### config.mk
export PLATFORM = sky130hd
export DESIGN_NAME = orpl_exec
export DESIGN_NICKNAME = d
export VERILOG_FILES = /design/src/rtl/orpl_pkg.sv /design/src/rtl/orpl_phase_if.sv /design/src/rtl/orpl_phase_seq.sv /design/src/rtl/orpl_exec.sv
export SDC_FILE = /design/constraint.sdc
export NUM_CORES = 1
export LEC_CHECK = 0
export BUFFER_PORTS_ARGS = -buffer_cell sky130_fd_sc_hd__buf_2
export CAP_MARGIN = 40
export CORE_MARGIN = 8
export CORE_UTILIZATION = 45
export DETAILED_ROUTE_END_ITERATION = 12
export MAX_ROUTING_LAYER = met4
export PLACE_DENSITY = 0.81
export SLEW_MARGIN = 20
export SYNTH_ARGS = -nofsm -noshare
export SYNTH_HDL_FRONTEND = slang
export SYNTH_SLANG_ARGS = --single-unit
export TNS_END_PERCENT = 5
### constraint.sdc
create_clock -name clk_sys -period 1.9 [get_ports clk_sys]
set_input_delay 0.095 -clock clk_sys [delete_from_list [all_inputs] [get_ports clk_sys]]
set_output_delay 0.095 -clock clk_sys [all_outputs]
set_load 0.005 [all_outputs]
### src/rtl/orpl_pkg.sv
// Package for the OR and pointer-load execute block.
// Assumes a 16-bit instruction word and an 8-bit data path.
package orpl_pkg;
  localparam int unsigned WORD_W       = 16;
  localparam int unsigned DATA_W       = 8;
  localparam int unsigned PTR_W        = 12;
  localparam int unsigned ADDR_W       = 12;
  localparam int unsigned NUM_PTR      = 3;
  localparam logic [7:0]  OP_ORLIT     = 8'h09;
  localparam logic [5:0]  OP_ORREG     = 6'h04;
  localparam logic [9:0]  OP_LDPTR     = 10'h3B8;
  localparam logic [7:0]  OP_LDPTR_2ND = 8'hF0;
  localparam int unsigned D_BIT        = 9;
  localparam int unsigned A_BIT        = 8;
  localparam int unsigned UPPER_LSB    = 8;
  localparam int unsigned OPC_REG_LSB  = 10;
  localparam int unsigned OPC_PTR_LSB  = 6;
  localparam int unsigned PSEL_LSB     = 4;
  localparam int unsigned PSEL_W       = 2;
  localparam logic [3:0]  ACCESS_BANK  = 4'h0;
  localparam logic [7:0]  ACC_RESET    = 8'h00;
  localparam logic [PTR_W-1:0] PTR_RESET = 12'h000;

  typedef enum logic [3:0] {
    ORPL_Q1 = 4'h1,
    ORPL_Q2 = 4'h2,
    ORPL_Q3 = 4'h4,
    ORPL_Q4 = 4'h8
  } orpl_phase_type;
endpackage

### src/rtl/orpl_phase_if.sv
// Phase carrier between the sequencer and the execute core.
// Assumes one clock; phases advance every rising clk_sys edge.
`timescale 1ns/10ps
`default_nettype none
interface orpl_phase_if;
  orpl_pkg::orpl_phase_type phase;
  logic                     cycle_end;
  modport seq  (output phase, output cycle_end);
  modport core (input phase, input cycle_end);
endinterface
`default_nettype wire

### src/rtl/orpl_phase_seq.sv
// Four-phase instruction cycle sequencer.
// Assumes synchronous active-high reset on clk_sys.
`timescale 1ns/10ps
`default_nettype none
module orpl_phase_seq (
  input  wire logic   clk_sys,
  input  wire logic   reset,
  orpl_phase_if.seq   ph
);
  orpl_pkg::orpl_phase_type phase_ff;
  orpl_pkg::orpl_phase_type nxt_phase;

  always_comb begin
    case (phase_ff)
      orpl_pkg::ORPL_Q1: nxt_phase = orpl_pkg::ORPL_Q2;
      orpl_pkg::ORPL_Q2: nxt_phase = orpl_pkg::ORPL_Q3;
      orpl_pkg::ORPL_Q3: nxt_phase = orpl_pkg::ORPL_Q4;
      default:           nxt_phase = orpl_pkg::ORPL_Q1;
    endcase
  end

  always_ff @(posedge clk_sys) begin
    if (reset) begin
      phase_ff <= orpl_pkg::ORPL_Q1;
    end else begin
      phase_ff <= nxt_phase;
    end
  end

  assign ph.phase     = phase_ff;
  assign ph.cycle_end = (phase_ff == orpl_pkg::ORPL_Q4);
endmodule
`default_nettype wire

### src/rtl/orpl_exec.sv
// Execute logic for literal-OR, register-OR and two-word pointer load.
// Assumes instr is stable for a whole instruction cycle and the data
// memory answers mem_rdata combinationally from mem_addr.
`timescale 1ns/10ps
`default_nettype none
// What this block does
// - Literal-OR ORs the low-byte literal into the accumulator and sets N and Z.
// - Register-OR ORs the accumulator with the addressed register and sets N and Z.
// - Register-OR result goes to the accumulator when d is 0 and back to the register when d is 1.
// - Bank bit 0 selects the access bank ignoring the bank select value; 1 uses the bank select value.
// - Pointer load puts a 12-bit literal into pointer 0 to 2 over two words and two cycles, flags untouched.
// - First cycle writes the upper four literal bits to pointer bits 11:8, second writes the low byte.
module orpl_exec #(
  parameter int unsigned NUM_PTR = orpl_pkg::NUM_PTR
) (
  input  wire logic                              clk_sys,
  input  wire logic                              reset,
  input  wire logic [orpl_pkg::WORD_W-1:0]       instr,
  input  wire logic [3:0]                        bank_select_value,
  input  wire logic [orpl_pkg::DATA_W-1:0]       mem_rdata,
  output logic      [orpl_pkg::ADDR_W-1:0]       mem_addr,
  output logic      [orpl_pkg::DATA_W-1:0]       mem_wdata,
  output logic                                   mem_we,
  output logic      [orpl_pkg::DATA_W-1:0]       acc,
  output logic                                   flag_n,
  output logic                                   flag_z,
  output logic      [NUM_PTR*orpl_pkg::PTR_W-1:0] pointers,
  output logic                                   second_word,
  output logic                                   cycle_end
);
  localparam int unsigned DW = orpl_pkg::DATA_W;
  localparam int unsigned PW = orpl_pkg::PTR_W;
  localparam int unsigned HW = PW - DW;

  typedef logic [orpl_pkg::WORD_W-1:0] orpl_word_type;
  localparam orpl_word_type CODE_LIT  = orpl_word_type'(orpl_pkg::OP_ORLIT);
  localparam orpl_word_type CODE_REG  = orpl_word_type'(orpl_pkg::OP_ORREG);
  localparam orpl_word_type CODE_PTR  = orpl_word_type'(orpl_pkg::OP_LDPTR);
  localparam orpl_word_type CODE_PTR2 = orpl_word_type'(orpl_pkg::OP_LDPTR_2ND);

  // Opcode fields sit at different heights; one compare serves every decode
  function automatic logic opcode_is(
    input orpl_word_type word,
    input int unsigned   lsb,
    input orpl_word_type code
  );
    return (word >> lsb) == code;
  endfunction

  function automatic logic [orpl_pkg::PSEL_W-1:0] ptr_field(input orpl_word_type word);
    return word[orpl_pkg::PSEL_LSB +: orpl_pkg::PSEL_W];
  endfunction

  orpl_phase_if ph ();

  orpl_phase_seq u_seq (
    .clk_sys (clk_sys),
    .reset   (reset),
    .ph      (ph)
  );

  logic [DW-1:0] acc_ff;
  logic          flag_n_ff;
  logic          flag_z_ff;
  logic [PW-1:0] ptr_ff [NUM_PTR];
  logic          second_ff;
  logic [1:0]    ptr_sel_ff;
  logic [DW-1:0] operand_ff;
  logic [DW-1:0] result_ff;
  logic          is_orlit_ff;
  logic          is_orreg_ff;
  logic          is_ldptr_ff;
  logic          wr_reg;
  logic          acc_we;
  logic          flag_we;
  logic          ptr_hi_we;
  logic          ptr_lo_we;
  logic [DW-1:0] nxt_acc;

  // Decode in Q1; latched so the rest of the cycle needs no re-decode.
  // A pointer load's second word is data and must never decode as an opcode.
  always_ff @(posedge clk_sys) begin
    if (reset) begin
      is_orlit_ff <= 1'b0;
    end else if (ph.phase == orpl_pkg::ORPL_Q1) begin
      is_orlit_ff <= !second_ff && opcode_is(instr, orpl_pkg::UPPER_LSB, CODE_LIT);
    end
  end

  always_ff @(posedge clk_sys) begin
    if (reset) begin
      is_orreg_ff <= 1'b0;
    end else if (ph.phase == orpl_pkg::ORPL_Q1) begin
      is_orreg_ff <= !second_ff && opcode_is(instr, orpl_pkg::OPC_REG_LSB, CODE_REG);
    end
  end

  always_ff @(posedge clk_sys) begin
    if (reset) begin
      is_ldptr_ff <= 1'b0;
    end else if (ph.phase == orpl_pkg::ORPL_Q1) begin
      is_ldptr_ff <= !second_ff && opcode_is(instr, orpl_pkg::OPC_PTR_LSB, CODE_PTR)
                     && int'(ptr_field(instr)) < NUM_PTR;
    end
  end

  // Register address: access bank or banked.
  // Straight from instr so the data memory can answer inside Q2.
  always_comb begin
    if (!instr[orpl_pkg::A_BIT]) begin
      mem_addr = {orpl_pkg::ACCESS_BANK, instr[7:0]};
    end else begin
      mem_addr = {bank_select_value, instr[7:0]};
    end
  end

  // Q2 operand read
  always_ff @(posedge clk_sys) begin
    if (reset) begin
      operand_ff <= '0;
    end else if (ph.phase == orpl_pkg::ORPL_Q2) begin
      operand_ff <= is_orreg_ff ? mem_rdata : instr[7:0];
    end
  end

  // Q3 process
  always_ff @(posedge clk_sys) begin
    if (reset) begin
      result_ff <= '0;
    end else if (ph.phase == orpl_pkg::ORPL_Q3) begin
      result_ff <= acc_ff | operand_ff;
    end
  end

  assign wr_reg    = is_orreg_ff && instr[orpl_pkg::D_BIT];
  assign acc_we    = (ph.phase == orpl_pkg::ORPL_Q4) && (is_orlit_ff || (is_orreg_ff && !wr_reg));
  assign flag_we   = (ph.phase == orpl_pkg::ORPL_Q4) && (is_orlit_ff || is_orreg_ff);
  assign ptr_hi_we = (ph.phase == orpl_pkg::ORPL_Q4) && is_ldptr_ff;
  assign ptr_lo_we = (ph.phase == orpl_pkg::ORPL_Q4) && second_ff
                     && opcode_is(instr, orpl_pkg::UPPER_LSB, CODE_PTR2);

  // Next accumulator: the OR result in Q4, otherwise held
  always_comb begin
    nxt_acc = acc_ff;
    if (acc_we) begin
      nxt_acc = result_ff;
    end
  end

  // Q4 write: accumulator unless register-OR with d set
  always_ff @(posedge clk_sys) begin
    if (reset) begin
      acc_ff <= orpl_pkg::ACC_RESET;
    end else begin
      acc_ff <= nxt_acc;
    end
  end

  // Flags follow the OR result even when it goes back to the register;
  // a pointer load never touches them
  always_ff @(posedge clk_sys) begin
    if (reset) begin
      flag_n_ff <= 1'b0;
    end else if (flag_we) begin
      flag_n_ff <= result_ff[DW-1];
    end
  end

  always_ff @(posedge clk_sys) begin
    if (reset) begin
      flag_z_ff <= 1'b0;
    end else if (flag_we) begin
      flag_z_ff <= (result_ff == '0);
    end
  end

  // Write strobe held for Q4 only
  assign mem_we    = (ph.phase == orpl_pkg::ORPL_Q4) && wr_reg;
  assign mem_wdata = result_ff;

  // Two-word sequence: second word consumed in the following cycle.
  // A refused pointer number never raises it, so its next word runs as an instruction.
  always_ff @(posedge clk_sys) begin
    if (reset) begin
      second_ff <= 1'b0;
    end else if (ph.phase == orpl_pkg::ORPL_Q4) begin
      second_ff <= is_ldptr_ff;
    end
  end

  // The second word has no pointer field, so the first word's choice is kept
  always_ff @(posedge clk_sys) begin
    if (reset) begin
      ptr_sel_ff <= '0;
    end else if (ptr_hi_we) begin
      ptr_sel_ff <= ptr_field(instr);
    end
  end

  // Pointer bytes written in Q4 of each of the two cycles
  always_ff @(posedge clk_sys) begin
    if (reset) begin
      for (int i = 0; i < NUM_PTR; i++) begin
        ptr_ff[i] <= orpl_pkg::PTR_RESET;
      end
    end else if (ptr_hi_we) begin
      ptr_ff[ptr_field(instr)][PW-1:DW] <= instr[HW-1:0];
    end else if (ptr_lo_we) begin
      ptr_ff[ptr_sel_ff][DW-1:0] <= instr[DW-1:0];
    end
  end

  // Flat bus keeps the top-level ports plain
  always_comb begin
    for (int i = 0; i < NUM_PTR; i++) begin
      pointers[i*PW +: PW] = ptr_ff[i];
    end
  end

  assign acc         = acc_ff;
  assign flag_n      = flag_n_ff;
  assign flag_z      = flag_z_ff;
  assign second_word = second_ff;
  assign cycle_end   = ph.cycle_end;
endmodule
`default_nettype wire

==> results of run 1 <==
-- final cells by class --
cell class              instances  area, um^2  share of cell area [%]
flip-flops and latches         72        1800                    45.9
multi-input cells             178        1160                    29.6
repair buffers                117         633                    16.1
clock buffers                  12         176                    4.49
well taps                      80         100                    2.55
clock inverters                 4        48.8                    1.24
inverters                       1        3.75                  0.0955
-- stage by stage --
step / cell area, um^2 / setup WS (ns) / instances
2_1_floorplan: 3070 / 0.0973 / 267
3_3_place_gp: 3700 / 0.208 / 448
3_5_place_dp: 3700 / 0.122 / 448
4_1_cts: 3930 / 0.123 / 464
5_1_grt: 3930 / 0.0217 / 464
6_report: 3930 / 0.145 / 464
-- registers in the layout (all words and copies together) (netlist names) --
signal and count:
second_word 1, flag_z 1, u_seq.ph.phase 4, is_ldptr_ff 1, is_orlit_ff 1, flag_n 1, is_orreg_ff 1, operand_ff 8
ptr_ff 36, acc 8, ptr_sel_ff 2, mem_wdata 8
-- Yosys cell counts --
library cell | instances | area share [%]
a211oi_1 | 16 | 3.9
a21oi_1 | 8 | 1.3
and2_1 | 30 | 6.1
and3_1 | 2 | 0.41
and4b_1 | 1 | 0.33
buf_2 | 1 | 0.16
buf_4 | 9 | 2.2
buf_6 | 1 | 0.37
clkbuf_1 | 5 | 0.61
dfxtp_1 | 36 | 23
edfxtp_1 | 36 | 35
inv_1 | 1 | 0.12
mux2i_1 | 20 | 6.5
nand2_1 | 11 | 1.3
nand2b_1 | 1 | 0.20
nand3_1 | 3 | 0.49
nand3b_1 | 1 | 0.24
nand4_1 | 2 | 0.41
nand4_4 | 1 | 0.69
nand4b_1 | 1 | 0.29
nor2_1 | 49 | 6.0
nor2b_1 | 5 | 1.0
nor2b_4 | 2 | 0.90
nor3_1 | 1 | 0.16
nor3_4 | 1 | 0.53
nor3b_1 | 2 | 0.49
nor4_1 | 2 | 0.41
nor4b_1 | 1 | 0.29
nor4b_2 | 2 | 0.98
nor4b_4 | 2 | 1.5
nor4bb_1 | 2 | 0.65
o21ai_0 | 4 | 0.65
o21ai_2 | 1 | 0.29
o31ai_1 | 1 | 0.24
or2_2 | 3 | 0.61
or4_1 | 1 | 0.24
or4b_2 | 1 | 0.33
or4bb_1 | 1 | 0.37
-- worst paths after layout --
check        slack (ns)  depth (start not counted)           endpoint
max                0.14                          5       ptr_ff[2][0]
min                0.07                          2  u_seq.ph.phase[1]
max reg2reg        0.14                          5       ptr_ff[2][0]
min reg2reg        0.45                          2             flag_z
-- power by group --
group          internal (uW)  switching, uW
logic                    130            158
clock network            756            547
registers               1680           28.5
-- routing by layer --
layer	vias up	track usage (%)	share of wire, %
met3	2	3.81	5.7
li1	1174	-	-
met2	86	27.4	51
met4	0	6.26	0.55
met5	-	-	0
met1	1137	18.4	43
-- logic make-up (layout without fill, tap and decap cells) --
logic type	count (synthesis)	after routing	synth area share, %
AND/OR/NAND/NOR	128	128	25.0
flip-flops	72	72	58.6
AO/OA/AOI/OAI	30	30	6.39
multiplexers	20	20	6.51
buffers and inverters	17	134	3.46
==> run metrics, run 1 <==
n_diodes=0; Root Driver=clkbuf_8; largest stage delay on the critical path=0.38 ns; leakage power total=0.00172 uW; critical path arrival=1.79 ns; critical path type=reg -> reg; grt ovf=0; CTS Buffer Depth=2; Initial Util=a little under half; share of cells above drive strength 1=a little under two fifths; Post-CTS Resized=0; via count of the first global-routing pass=approximately 2,500; Num CTS Buffers=9; WHS=around 0.074 ns; crit-path max FO=9; Slowest cell on crit path=dfxtp_1; Final Max Tran Viols=0; vias=roughly 2,400; hold crit path type=in -> reg; drt total wl=about 7600 um; Total Neg Setup Slack=0 ns; initial antenna violation count=0; CTS tree=built; Post-DP HPWL=between 5000 and 6000 um; Worst-path clk slew=roughly 0.08 ns; Setup Buffers After CTS=0; Max Cap Viol=0; Seq/Total Area, Yosys=between 50 and 60%; routed vias/inst=a little over 5; first-pass GRT wire length=approximately 12,000 um; most frequent cells in the layout=buf_2 (98), nor2_1 (49), edfxtp_1 (36), dfxtp_1 (35), and2_1 (30); worst clock skew=0.00819 ns; synth warn=0; Chip Width=a little under 100 um; RSZ-0062 raised after global routing=false; area grow syn2layout=27.9%; row cnt=30; Die ar.=roughly 9700 um^2; Crit. End Element=register; Seq cells post-synth=72; Crit. Startpoint=u_seq.ph.phase[2]; Setup Viol. Count Final=0; syn_area_per_cell=between 10 and 15 um^2; Mapped Cells=approximately 270; Period Utilization, post-route=92.4%; critical-path cell list=nor4b_4 > buf_4 > nand4_4 > nor2b_4 > or2_2; drt first pass iters=4; status=complete, no violations; Buf/Inv on CP=1; DR iter-0 viols=around 110; pwr dens=about 840 nW/um^2; syn nets=297; mapped cell area=between 3000 and 4000 um^2; Peak VDD IR=roughly 0.00033 V; Hold Fails Final Rpt=0; number of port buffers=98; Total GRT Usage=16.3%; Startpoint Class=register; relative slew slack=a little over two thirds; # DRC=0; power consumption=3300 uW; GP Congestion=0.862; antenna-violating nets left=0; Final Util=between 50 and 60%; fin crit period=roughly 1.8 ns; min-delay src=reset; Worst EP required=1.93 ns; commonest non-fill, non-tap cell in the layout=buf_2; core area=~6700 um^2; DR WL/cell=roughly 16 um; Layout Nets=409; die height=between 90 and 100 um; H-Tree Depth=3; R2R Path Start=u_seq.ph.phase[2]; CTS Hold Bufs=0; # clock sinks=72; FILL cells=approximately 570; Slew @ Worst Pin=approximately 0.45 ns; CP top delay family=simple AND/OR/NAND/NOR gates; largest net degree at the start of global routing=29; IO Count=just under 100; count of cell types in the netlist=38; Worst-Skew Late Latency=0.33 ns; max frequency=~570 MHz
No activity file was read; power rests on OpenSTA's default activity.
==> run 2, diff against run 1 <==
CORE_MARGIN = 5   (was 8)
SLEW_MARGIN = not set   (was 20)
==> run 2 against run 1 <==
  * Via count is 0.75% lower
  * Sequential power hardly changed
  * Routed wire length is 4.3% lower
  * Clock skew hardly changed
  * Final area is 0.29% higher
  * Worst hold slack hardly changed
  * Setup slack worse by 0.023 ns
  * Die area is 12% lower
  * Critical path depth stayed put
  * Critical endpoint is now ptr_ff[1][0]
  * Largest cell class unchanged
  * Largest power group unchanged
==> run metrics, run 2 (synthesis gave the netlist of run 1 again) <==
initial antenna violation count=0; area grow syn2layout=28.3%; Post-CTS Resized=0; Chip Width=between 90 and 100 um; critical-path cell list=nor4b_4 > buf_4 > nand4_4 > nor2b_4 > or2_2; worst clock skew=between 0.008 and 0.009 ns; commonest non-fill, non-tap cell in the layout=buf_2; pwr dens=850 nW/um^2; fin crit period=1.78 ns; leakage power total=around 0.0017 uW; drt total wl=7280 um; GRT met2 Usage=about 30%; Final Util=about three fifths; share of cells above drive strength 1=38.1%; # DRC=0; R2R Setup Slk=roughly 0.12 ns; crit path to=ptr_ff[1][0]; Layout Nets=408; critical path type=reg -> reg; Crit. End Element=register; antenna-violating nets left=0; Num CTS Buffers=9; Biggest register=ptr_ff; WHS=~0.074 ns; n_diodes=0; H-Tree Depth=3; M1 GR Usage=about 22%; Peak VDD IR=~0.00037 V; Crit. Startpoint=u_seq.ph.phase[1]; worst r2r path cells=5; routed vias/inst=a little over 5; hold crit path type=in -> reg; Buf/Inv on CP=1; FILL cells=~550; CP Depth=5; die height=92.6 um; vias=2,381; relative slew slack=70.5%; DR iter-0 viols=148; R2R Path Start=u_seq.ph.phase[1]; Max Cap Viol=0; drt first pass iters=4; Total Neg Setup Slack=0 ns; Final Max Tran Viols=0; GR peak layer=met2; Setup Viol. Count Final=0; max frequency=562 MHz; grt ovf=0; CP top delay family=simple AND/OR/NAND/NOR gates; # clock sinks=72; Startpoint Class=register; Worst-path clk slew=about 0.07 ns; core area=6720 um^2; Worst EP required=1.94 ns; Root Driver=clkbuf_8; Slowest cell on crit path=dfxtp_1; Post-DP HPWL=approximately 5400 um; CTS Buffer Depth=2; Period Utilization, post-route=a little over nine tenths; most frequent cells in the layout=buf_2 (98), nor2_1 (49), edfxtp_1 (36), dfxtp_1 (35), and2_1 (30); status=complete, no violations; first-pass GRT wire length=between 10,000 and 15,000 um; via count of the first global-routing pass=2,434; Slew @ Worst Pin=about 0.44 ns; critical path arrival=~1.8 ns; number of port buffers=between 90 and 100; crit-path max FO=9; RR Endpoint=ptr_ff[1][0]; Initial Util=between 40% and 50%; CTS Hold Bufs=0; largest stage delay on the critical path=about 0.34 ns; max reg flops=36; row cnt=30; M3 GR Usage=3.74%; DR WL/cell=approximately 16 um; largest net degree at the start of global routing=29; Worst-Skew Late Latency=about 0.34 ns; GP Congestion=0.777; CTS tree=built; Total GRT Usage=a little under a fifth; Die ar.=8580 um^2; IO Count=99; RSZ-0062 raised after global routing=false; Hold Fails Final Rpt=0; Setup Buffers After CTS=0
-- run 2: worst min-delay path by stage --
stage	from	to	slack, ns	depth (start not counted)
finish	instr[14]	is_orlit_ff	0.07	4
CTS	instr[14]	is_orlit_ff	0.06	4
global route	instr[12]	is_orreg_ff	0.06	3
floorplan	instr[5]	ptr_sel_ff[1]	0.24	2
detailed placement	reset	u_seq.ph.phase[1]	0.42	2
global placement	instr[12]	is_orreg_ff	0.42	3
-- run 2: routing by layer --
layer / up-vias / share of wire (%)
met1: 1128 / 44
met4: 0 / 1.6
met2: 71 / 49
li1: 1171 / -
met5: - / 0
met3: 11 / 5.1
-- run 2: per-stage QoR --
step / std cells / cell area [um^2] / total power (uW) / setup WS [ns]
after detailed placement: 447 / 3700 / 2020 / 0.126
after global routing: 463 / 3940 / 3480 / 0.00856
after CTS: 463 / 3930 / 3370 / 0.0968
after global placement: 447 / 3700 / 2020 / 0.207
final: 463 / 3940 / 3350 / 0.121
after floorplan: 267 / 3070 / 1880 / 0.0973
-- run 2: power breakdown --
part / internal (uW) / switching, uW / total (uW)
sequential: 1680 / 28.3 / 1710
clock: 803 / 557 / 1360
combinational: 129 / 156 / 285
-- run 2: area by class of cell --
type / instances / area, um^2 / area share, %
multi-input combinational: 178 / 1170 / 29.8
clock inverter: 3 / 43.8 / 1.11
timing repair buffer: 116 / 626 / 15.9
sequential: 72 / 1800 / 45.7
inverter: 1 / 3.75 / 0.0952
tap: 80 / 100 / 2.54
clock buffer: 13 / 191 / 4.86
-- run 2: tightest hold or removal path: stages --
cell and delay (ns):
buf_2 0.08, nor2_1 0.05, nand3_1 0.08, a21oi_1 0.06
